**src/core/sleep_pkg.sv**
```systemverilog
package sleep_pkg;

   // power saving modes
   localparam logic [7:0] MODE_ACTIVE   = 8'h00;
   localparam logic [7:0] MODE_SLEEP1   = 8'h01;
   localparam logic [7:0] MODE_SLEEP2   = 8'h02;
   localparam logic [7:0] MODE_SNIFF1   = 8'h03;
   localparam logic [7:0] MODE_SNIFF2   = 8'h04;
   localparam logic [7:0] MODE_SNIFF3   = 8'h05;

   // settings after reset and least legal values
   localparam logic [7:0]  RST_MODE     = 8'h00;
   localparam logic [15:0] RST_SLEEP    = 16'h003C;
   localparam logic [15:0] RST_AWAKE    = 16'h000A;
   localparam logic [7:0]  RST_HOPS     = 8'h0A;
   localparam logic        RST_INTAKE   = 1'b0;
   localparam logic [15:0] MIN_SLEEP    = 16'h0002;
   localparam logic [7:0]  MIN_HOPS     = 8'h01;

   // one second tick from the 50 MHz clock
   localparam int CLK_HZ     = 50000000;
   localparam int TICK_SECS  = 1;
   localparam int TICK_CYC   = CLK_HZ * TICK_SECS;

   // settings written by the host
   typedef struct packed {
      logic [7:0]  mode;
      logic [15:0] sleep_secs;
      logic [15:0] awake_secs;
      logic [7:0]  hops;
      logic        intake;
   } settings_t;

   // activity and link indications
   typedef struct packed {
      logic serial_act;
      logic rf_act;
      logic hop_strobe;
      logic synced;
      logic pending;
   } activity_t;

endpackage

```
**src/core/sec_tick.sv**
```systemverilog
// one-cycle pulse once per period; restarted by clear
module sec_tick #(
   parameter int PERIOD = 50000000
) (
   // clock and reset
   input  wire logic clk,
   input  wire logic rst,
   // control
   input  wire logic clear,
   output logic      tick
);

   logic [31:0] count;

   // free running divider
   always_ff @(posedge clk) begin
      if (rst || clear) begin
         count <= 32'h0000_0000;
         tick  <= 1'b0;
      end else if (count == 32'(PERIOD - 1)) begin
         count <= 32'h0000_0000;
         tick  <= 1'b1;
      end else begin
         count <= count + 32'h0000_0001;
         tick  <= 1'b0;
      end
   end

endmodule

```
**src/core/down_timer.sv**
```systemverilog
// loadable down counter, done while zero
module down_timer #(
   parameter int W = 16
) (
   // clock and reset
   input  wire logic         clk,
   input  wire logic         rst,
   // control
   input  wire logic         load,
   input  wire logic [W-1:0] value,
   input  wire logic         step,
   output logic              done
);

   logic [W-1:0] count;

   assign done = (count == '0);

   // reload wins over step
   always_ff @(posedge clk) begin
      if (rst)
         count <= '0;
      else if (load)
         count <= value;
      else if (step && !done)
         count <= count - W'(1);
   end

endmodule

```
**src/core/remote_sleep_sniff_control.sv**
```systemverilog
// How it works
// - mode 0 keeps the unit awake all the time with no timed sleep.
// - mode 1 sleeps for the sleep time after the wake time idles on both.
// - serial data in any sleep or sniff mode wakes the unit fully at once.
// - asleep, expiry outside sniff modes or a falling edge on external_wake_n wakes the unit.
// - awake holds the wake time, then sleeps only with wake high, no data.
// - mode 2 counts only serial traffic as activity.
// - mode 3 sniffs for an upstream unit for hops times the hop interval.
// - sniff finding a master holds the wake time and until data is sent.
// - sniff with no master found in the hop count returns to sleep.
// - mode 4 sniffs but counts only serial traffic as activity.
// - mode 5 sniffs like mode 3 and discards buffered data on no master.
// - sleep time is seconds 2 to 65535, default 60, used if mode nonzero.
// - wake time is seconds 0 to 65535, default 10, used if mode nonzero.
// - in sniff modes sleep expiry starts a sniff, serial data a wake.
// - intake 0 drops unsynced data, 1 buffers it until sync returns.
// - sniff hop count is 1 to 255, default 10, used at sleep expiry.
module remote_sleep_sniff_control #(
   // cycles in one second tick
   parameter int TICK_PERIOD = sleep_pkg::TICK_CYC
) (
   // clock and reset
   input  wire logic                clk,
   input  wire logic                rst,
   // settings port
   input  wire logic                cfg_write,
   input  wire sleep_pkg::settings_t cfg_in,
   output sleep_pkg::settings_t     cfg_out,
   // activity and link
   input  wire sleep_pkg::activity_t act,
   input  wire logic                external_wake_n,
   input  wire logic                is_remote,
   // power and data path control
   output logic                     awake,
   output logic                     sniffing,
   output logic                     discard_buffer,
   output logic                     accept_rx,
   output logic                     buffer_rx
);

   typedef enum logic [1:0] {ST_AWAKE, ST_SLEEP, ST_SNIFF} state_t;

   ////////////////////////////////////////////////////////////////////////
   // settings registers

   sleep_pkg::settings_t cfg;
   sleep_pkg::settings_t next_cfg;

   // clamp values below their least legal value
   always_comb begin
      next_cfg = cfg_in;
      if (cfg_in.sleep_secs < sleep_pkg::MIN_SLEEP)
         next_cfg.sleep_secs = sleep_pkg::MIN_SLEEP;
      if (cfg_in.hops < sleep_pkg::MIN_HOPS)
         next_cfg.hops = sleep_pkg::MIN_HOPS;
   end

   always_ff @(posedge clk) begin
      if (rst) begin
         cfg.mode       <= sleep_pkg::RST_MODE;
         cfg.sleep_secs <= sleep_pkg::RST_SLEEP;
         cfg.awake_secs <= sleep_pkg::RST_AWAKE;
         cfg.hops       <= sleep_pkg::RST_HOPS;
         cfg.intake     <= sleep_pkg::RST_INTAKE;
      end else if (cfg_write) begin
         cfg <= next_cfg;
      end
   end

   ////////////////////////////////////////////////////////////////////////
   // mode decode

   wire power_save = is_remote && (cfg.mode != sleep_pkg::MODE_ACTIVE);
   wire mode_sniff = (cfg.mode == sleep_pkg::MODE_SNIFF1) ||
                     (cfg.mode == sleep_pkg::MODE_SNIFF2) ||
                     (cfg.mode == sleep_pkg::MODE_SNIFF3);
   wire mode_known = (cfg.mode <= sleep_pkg::MODE_SNIFF3);
   wire serial_only = (cfg.mode == sleep_pkg::MODE_SLEEP2) ||
                      (cfg.mode == sleep_pkg::MODE_SNIFF2);
   // rf traffic counts unless the mode is serial only
   wire activity = act.serial_act ||
                   (act.rf_act && !serial_only);

   ////////////////////////////////////////////////////////////////////////
   // wake pin falling edge

   logic wake_prev;
   always_ff @(posedge clk) begin
      if (rst)
         wake_prev <= 1'b1;
      else
         wake_prev <= external_wake_n;
   end
   wire wake_fall = wake_prev && !external_wake_n;

   ////////////////////////////////////////////////////////////////////////
   // state machine

   state_t state;
   state_t next_state;
   logic   sec_tick_pulse;
   logic   hold_done;
   logic   sleep_done;
   logic   hops_done;
   logic   master_seen;
   wire    re_arm = (next_state != state) ||
                    (state == ST_AWAKE && activity);

   always_comb begin
      next_state = state;
      unique case (state)
         ST_AWAKE: begin
            // sleep once held long enough, idle, pin high, queue empty
            if (power_save && mode_known && hold_done && !activity &&
                external_wake_n && !act.pending &&
                !(mode_sniff && !master_seen && act.pending))
               next_state = ST_SLEEP;
         end
         ST_SLEEP: begin
            if (!power_save || act.serial_act)
               next_state = ST_AWAKE;
            else if (wake_fall)
               next_state = ST_AWAKE;
            else if (sleep_done)
               next_state = mode_sniff ? ST_SNIFF :
                                         ST_AWAKE;
         end
         ST_SNIFF: begin
            if (!power_save || act.serial_act || wake_fall)
               next_state = ST_AWAKE;
            else if (act.synced)
               next_state = ST_AWAKE;
            else if (hops_done)
               next_state = ST_SLEEP;
         end
         default: next_state = ST_AWAKE;
      endcase
   end

   always_ff @(posedge clk) begin
      if (rst)
         state <= ST_AWAKE;
      else
         state <= next_state;
   end

   // remember whether the wake came from a found master
   always_ff @(posedge clk) begin
      if (rst)
         master_seen <= 1'b0;
      else if (state == ST_SNIFF && act.synced)
         master_seen <= 1'b1;
      else if (state == ST_SLEEP)
         master_seen <= 1'b0;
   end

   ////////////////////////////////////////////////////////////////////////
   // timers

   // second tick restarts with every re-arm
   sec_tick #(.PERIOD(TICK_PERIOD)) u_tick (
      .clk   (clk),
      .rst   (rst),
      .clear (re_arm),
      .tick  (sec_tick_pulse)
   );

   // wake hold, reloaded on activity and state change
   down_timer #(.W(16)) u_hold (
      .clk   (clk),
      .rst   (rst),
      .load  (re_arm),
      .value (cfg.awake_secs),
      .step  (sec_tick_pulse),
      .done  (hold_done)
   );

   down_timer #(.W(16)) u_sleep (
      .clk   (clk),
      .rst   (rst),
      .load  (re_arm),
      .value (cfg.sleep_secs),
      .step  (sec_tick_pulse),
      .done  (sleep_done)
   );

   // sniff window counted in hop strobes
   down_timer #(.W(8)) u_hops (
      .clk   (clk),
      .rst   (rst),
      .load  (re_arm),
      .value (cfg.hops),
      .step  (act.hop_strobe),
      .done  (hops_done)
   );

   ////////////////////////////////////////////////////////////////////////
   // registered outputs

   wire next_discard = (state == ST_SNIFF) && hops_done && !act.synced &&
                       !act.serial_act && !wake_fall && power_save &&
                       (cfg.mode == sleep_pkg::MODE_SNIFF3);

   always_ff @(posedge clk) begin
      if (rst) begin
         awake          <= 1'b1;
         sniffing       <= 1'b0;
         discard_buffer <= 1'b0;
         accept_rx      <= 1'b1;
         buffer_rx      <= 1'b0;
         cfg_out        <= '0;
      end else begin
         awake          <= (next_state == ST_AWAKE);
         sniffing       <= (next_state == ST_SNIFF);
         discard_buffer <= next_discard;
         accept_rx      <= act.synced || cfg.intake;
         buffer_rx      <= !act.synced && cfg.intake;
         cfg_out        <= cfg;
      end
   end
endmodule

```
**config.mk**
```make
export PLATFORM = sky130hd
export DESIGN_NAME = remote_sleep_sniff_control
export DESIGN_NICKNAME = d
export VERILOG_FILES = /design/src/core/sleep_pkg.sv /design/src/core/sec_tick.sv /design/src/core/down_timer.sv /design/src/core/remote_sleep_sniff_control.sv
export SDC_FILE = /design/constraint.sdc
export NUM_CORES = 1
export LEC_CHECK = 0
export BUFFER_PORTS_ARGS = -buffer_cell sky130_fd_sc_hd__buf_2
export CAP_MARGIN = 25
export CORE_ASPECT_RATIO = 1.5
export CORE_MARGIN = 1.5
export CORE_UTILIZATION = 55
export CTS_CLUSTER_SIZE = 30
export DETAILED_ROUTE_END_ITERATION = 10
export PLACE_DENSITY = 0.78
export SLEW_MARGIN = 40
export SYNTH_ARGS = -nofsm -noshare
export SYNTH_HDL_FRONTEND = slang
export SYNTH_SLANG_ARGS = --single-unit
```
**constraint.sdc**
```tcl
create_clock -name clk -period 3.25 [get_ports clk]
set_input_delay 0.65 -clock clk [delete_from_list [all_inputs] [get_ports clk]]
set_output_delay 0.65 -clock clk [all_outputs]
set_load 0.01 [all_outputs]
```
==> flow_summary.html <==
<table>
<tr><th>Metric</th><th>Value</th></tr>
<tr><th colspan="2">Status</th></tr>
<tr><td>Outcome</td><td>finished, final reports clean</td></tr>
<tr><th colspan="2">STA</th></tr>
<tr><td>Max-slew headroom at the worst pin</td><td>47.9%</td></tr>
<tr><td>Timing-limited maximum frequency</td><td>0.352 GHz</td></tr>
<tr><td>Worst Skew</td><td>0.0116 ns</td></tr>
<tr><td>Setup violators final</td><td>0</td></tr>
<tr><td>Count of final hold-check violations</td><td>0</td></tr>
<tr><td>Fin Setup TNS</td><td>0 ns</td></tr>
<tr><td>Unrepaired setup endpoints after global routing</td><td>no</td></tr>
<tr><td>Fin crit period</td><td>2.84 ns</td></tr>
<tr><td>Final WS setup</td><td>0.408 ns</td></tr>
<tr><td>Final Slew Violations</td><td>0</td></tr>
<tr><td>Tcrit/Tclk final</td><td>87.4%</td></tr>
<tr><td>Least-Margin Pin Slew</td><td>0.782 ns</td></tr>
<tr><th colspan="2">Synth</th></tr>
<tr><td>Top cells by area in the synthesized netlist</td><td>sky130_fd_sc_hd__dfxtp_1, sky130_fd_sc_hd__mux2i_1, sky130_fd_sc_hd__nor2_1</td></tr>
<tr><td>Cell count after synthesis</td><td>753</td></tr>
<tr><td>Synth Flop Type</td><td>sky130_fd_sc_hd__dfxtp_1</td></tr>
<tr><td>Post-synth top area share</td><td>49.1%</td></tr>
<tr><td>Synthesized netlist net count</td><td>817</td></tr>
<tr><td>Count of distinct cell types in the synthesized netlist</td><td>53</td></tr>
<tr><td>Mapped Area</td><td>7300 um2</td></tr>
<tr><td>Post-synthesis sequential element count</td><td>179</td></tr>
<tr><td>EDFF count, synth</td><td>0</td></tr>
<tr><td>Post-synthesis average cell area</td><td>9.70 um2</td></tr>
<tr><td>Most frequent cell after synthesis</td><td>sky130_fd_sc_hd__dfxtp_1</td></tr>
<tr><td>Count of yosys warnings during synthesis</td><td>0</td></tr>
<tr><td>Async SR Flop Fraction</td><td>0%</td></tr>
<tr><td>Most common library cells after synthesis</td><td>sky130_fd_sc_hd__dfxtp_1, sky130_fd_sc_hd__nor2_1, sky130_fd_sc_hd__nor2b_1</td></tr>
<tr><td>Area leader, netlist</td><td>sky130_fd_sc_hd__dfxtp_1</td></tr>
<tr><td>Sequential cell area fraction in the yosys report</td><td>49.1%</td></tr>
<tr><th colspan="2">Setup path</th></tr>
<tr><td>Biggest fanout along the worst timing path</td><td>21</td></tr>
<tr><td>Crit end category</td><td>register</td></tr>
<tr><td>Category of the most critical setup path</td><td>reg2reg</td></tr>
<tr><td>Type of element launching the critical path</td><td>register</td></tr>
<tr><td>Beginning of the worst register-to-register path</td><td>u_hops.count[0]$_SDFFE_PP0P_</td></tr>
<tr><td>Reg-to-reg slack, setup</td><td>0.41 ns</td></tr>
<tr><td>Count of cells along the worst register-to-register path</td><td>9</td></tr>
<tr><td>Arrival time at the worst endpoint</td><td>3.15 ns</td></tr>
<tr><td>End of the worst register-to-register path</td><td>u_hold.count[3]$_SDFFE_PP0P_</td></tr>
<tr><td>Worst EP required</td><td>3.56 ns</td></tr>
<tr><th colspan="2">CTS</th></tr>
<tr><td>Clk Tree Root Cell</td><td>sky130_fd_sc_hd__clkbuf_16</td></tr>
<tr><td>Cts-stage hold buffer count</td><td>0</td></tr>
<tr><td>Buffer levels on the longest clock path</td><td>2</td></tr>
<tr><td>Clk pin slew, worst setup/hold paths</td><td>0.07 ns</td></tr>
<tr><td>Number of levels the H-tree was split into</td><td>4</td></tr>
<tr><td>Post-CTS Setup Bufs</td><td>0</td></tr>
<tr><td>Clk Latency, worst-skew pair</td><td>0.43 ns</td></tr>
<tr><td>CTS buffer count</td><td>17</td></tr>
<tr><td># clock sinks</td><td>179</td></tr>
<tr><td>Gates resized, CTS repair</td><td>0</td></tr>
<tr><td>CTS tree</td><td>built</td></tr>
<tr><th colspan="2">Final layout</th></tr>
<tr><td>Layout Nets</td><td>921</td></tr>
<tr><td>Fin util</td><td>66.7%</td></tr>
<tr><td>Share of cells above drive strength 1</td><td>23.2%</td></tr>
<tr><td>Diodes inserted</td><td>0</td></tr>
<tr><td>Final standard cell area without fillers</td><td>8640 um2</td></tr>
<tr><td>Fill cells</td><td>1,001</td></tr>
<tr><td>Area growth from synthesis to layout</td><td>18.4%</td></tr>
<tr><th colspan="2">Floorplanning</th></tr>
<tr><td>Die Y-Extent</td><td>144 um</td></tr>
<tr><td>Horizontal extent of the die</td><td>97.1 um</td></tr>
<tr><td>Row count</td><td>51</td></tr>
<tr><td>Area of the die</td><td>14,000 um2</td></tr>
<tr><td># IOs</td><td>113</td></tr>
<tr><td>Starting utilization of the core area</td><td>56.4%</td></tr>
<tr><td>Area of the core</td><td>13,000 um2</td></tr>
<tr><th colspan="2">Detailed routing</th></tr>
<tr><td>Count of unresolved DRC violations after routing</td><td>0</td></tr>
<tr><td>Violation count after the first detailed-routing iteration</td><td>184</td></tr>
<tr><td>Average wire per cell in the routed design</td><td>15.3 um</td></tr>
<tr><td>Residual antenna-violating net count after detailed routing</td><td>0</td></tr>
<tr><td>Wire length reported by the detailed router</td><td>15,800 um</td></tr>
<tr><td>Via total after detailed routing</td><td>5,627</td></tr>
<tr><td>Vias per inst</td><td>5.47</td></tr>
<tr><td>DR pass1 iterations</td><td>4</td></tr>
<tr><th colspan="2">Place</th></tr>
<tr><td>Post-placement cell area</td><td>8040 um2</td></tr>
<tr><td>Placer's final routability congestion estimate</td><td>0.875</td></tr>
<tr><td>IO Port Bufs</td><td>112</td></tr>
<tr><td>Post-Place Setup Slack</td><td>0.230 ns</td></tr>
<tr><td>Hpwl dp</td><td>11,200 um</td></tr>
<tr><th colspan="2">Pwr</th></tr>
<tr><td>Portion of total power attributed to sequential cells</td><td>48.4%</td></tr>
<tr><td>Cell internal power dissipation</td><td>3.65 mW</td></tr>
<tr><td>Power density normalized to cell area</td><td>562 nW/um2</td></tr>
<tr><td>Total power draw</td><td>4.85 mW</td></tr>
<tr><td>Portion of total power attributed to combinational logic</td><td>9.4%</td></tr>
<tr><td>Proportion of power drawn by the clock network</td><td>42.2%</td></tr>
<tr><td>Net switching share of the total power</td><td>24.7%</td></tr>
<tr><td>Leak</td><td>3.65 nW</td></tr>
<tr><td>Worst ir drop on vdd</td><td>0.000358 V</td></tr>
<tr><td>Switching power</td><td>1.20 mW</td></tr>
<tr><th colspan="2">Global routing</th></tr>
<tr><td>Antenna violations before repair</td><td>0</td></tr>
<tr><td>Wire length of the first global-routing pass</td><td>25,900 um</td></tr>
<tr><td>Global-route congestion overflow total</td><td>0</td></tr>
<tr><td>Pin count of the biggest net entering global routing</td><td>80</td></tr>
<tr><td>Combined global-route utilization of all metal layers</td><td>22.8%</td></tr>
<tr><td>Via count of the first global-routing pass</td><td>5,783</td></tr>
<tr><th colspan="2">Hold path</th></tr>
<tr><td>Hold EP</td><td>buffer_rx$_SDFF_PP0_</td></tr>
<tr><td>Cell count of the worst hold path</td><td>2</td></tr>
<tr><td>Origin of the worst min-delay path</td><td>act[1]</td></tr>
<tr><td>Type of the worst min-delay path</td><td>in2reg</td></tr>
<tr><th colspan="2">Job</th></tr>
<tr><td>Maximum capacitance violations</td><td>0</td></tr>
</table>
## flip-flops by register name, summed over array words and instances (netlist names), 2 cells and up
signal	flops
cfg	49
cfg_out	49
state	2
u_hold.count	16
u_hops.count	8
u_sleep.count	16
u_tick.count	32
## layout make-up
class	instances	area, um2	share of cell area (%)
inverter	10	37.5	0.434
timing repair buffer	121	681	7.88
multi-input combinational	528	3550	41.1
sequential	179	3580	41.5
tap	159	199	2.30
clock buffer	17	425	4.92
clock inverter	15	166	1.93
## cell usage in the layout, fill, tap and decap left out, types with 4 or more instances in the layout
cell                        Yosys  layout
sky130_fd_sc_hd__nor4b_1        4       4
sky130_fd_sc_hd__or3_1          8       8
sky130_fd_sc_hd__or3b_2         4       4
sky130_fd_sc_hd__nor4_1        13      12
sky130_fd_sc_hd__xnor2_1       25      25
sky130_fd_sc_hd__or4_1         12      12
sky130_fd_sc_hd__xor2_1        36      36
sky130_fd_sc_hd__o21ai_0        6       6
sky130_fd_sc_hd__dfxtp_1      179     179
sky130_fd_sc_hd__mux2i_1       49      49
sky130_fd_sc_hd__nand4b_1       6       6
sky130_fd_sc_hd__ha_1           5       5
sky130_fd_sc_hd__nand3_1       27      27
sky130_fd_sc_hd__nor2_1       123     123
sky130_fd_sc_hd__nand4_1       11      11
sky130_fd_sc_hd__nor2b_1       54      54
sky130_fd_sc_hd__inv_6          0       8
sky130_fd_sc_hd__mux2_2        33      33
sky130_fd_sc_hd__inv_1         10      10
sky130_fd_sc_hd__clkbuf_16      0      17
sky130_fd_sc_hd__mux2_1         5       5
sky130_fd_sc_hd__nor3_1        20      18
sky130_fd_sc_hd__a21oi_1       11      11
sky130_fd_sc_hd__buf_2          5     111
sky130_fd_sc_hd__and3_1        10      10
sky130_fd_sc_hd__nand2_1       28      28
sky130_fd_sc_hd__nor3b_1        4       4
sky130_fd_sc_hd__buf_12         0       4
sky130_fd_sc_hd__buf_4          4       6
## per-stage QoR
step,instances,hold slack [ns]
after floorplan,753,0.427
after global placement,997,0.435
after detailed placement,997,0.457
after CTS,1029,0.403
after global routing,1029,0.407
final,1029,0.411
## worst max-delay path by stage
stage	start	endpoint	depth (start not counted)
after CTS	u_hops.count[0]$_SDFFE_PP0P_	u_hold.count[3]$_SDFFE_PP0P_	9
after floorplan	act[0]	u_sleep.count[10]$_SDFFE_PP0P_	7
after global routing	u_hops.count[0]$_SDFFE_PP0P_	u_hold.count[3]$_SDFFE_PP0P_	9
final	u_hops.count[0]$_SDFFE_PP0P_	u_hold.count[3]$_SDFFE_PP0P_	9
after detailed placement	act[4]	u_hops.count[3]$_SDFFE_PP0P_	9
after global placement	act[4]	u_hold.count[4]$_SDFFE_PP0P_	9
## cells by family after synthesis
logic type	count (synthesis)	synth area share, %
buf+inv	46	2.66
flops	179	49.1
simple gates	345	24.9
fa+ha+maj	5	0.857
xor+xnor	61	7.32
compound gates	30	2.59
mux	87	12.6
## layer usage
metal	global-route usage [%]	wire [um]
met1	23.5	6110
met4	11.9	501
met5	0	0
met2	43.3	8590
met3	4.69	566
## power by group through the flow
| stage | Sequential (mW) | Clock, mW | Combinational [mW] |
|---|---|---|---|
| detailed placement | 2.40 | 0 | 0.451 |
| global route | 2.36 | 2.16 | 0.503 |
| finish | 2.35 | 2.05 | 0.456 |
| floorplan | 2.40 | 0 | 0.297 |
| CTS | 2.35 | 2.08 | 0.457 |
| global placement | 2.39 | 0 | 0.434 |
## critical path, stage by stage, from the launching register on
cell and delay, ns:
sky130_fd_sc_hd__dfxtp_1 0.33, sky130_fd_sc_hd__inv_1 0.10, sky130_fd_sc_hd__ha_1 0.21, sky130_fd_sc_hd__or3b_2 0.53
sky130_fd_sc_hd__or2_0 0.27, sky130_fd_sc_hd__nor3_1 0.26, sky130_fd_sc_hd__and3b_1 0.30, sky130_fd_sc_hd__nor2_4 0.17
sky130_fd_sc_hd__buf_12 0.19, sky130_fd_sc_hd__mux2_2 0.35
Power figures use the tool's default switching activity.
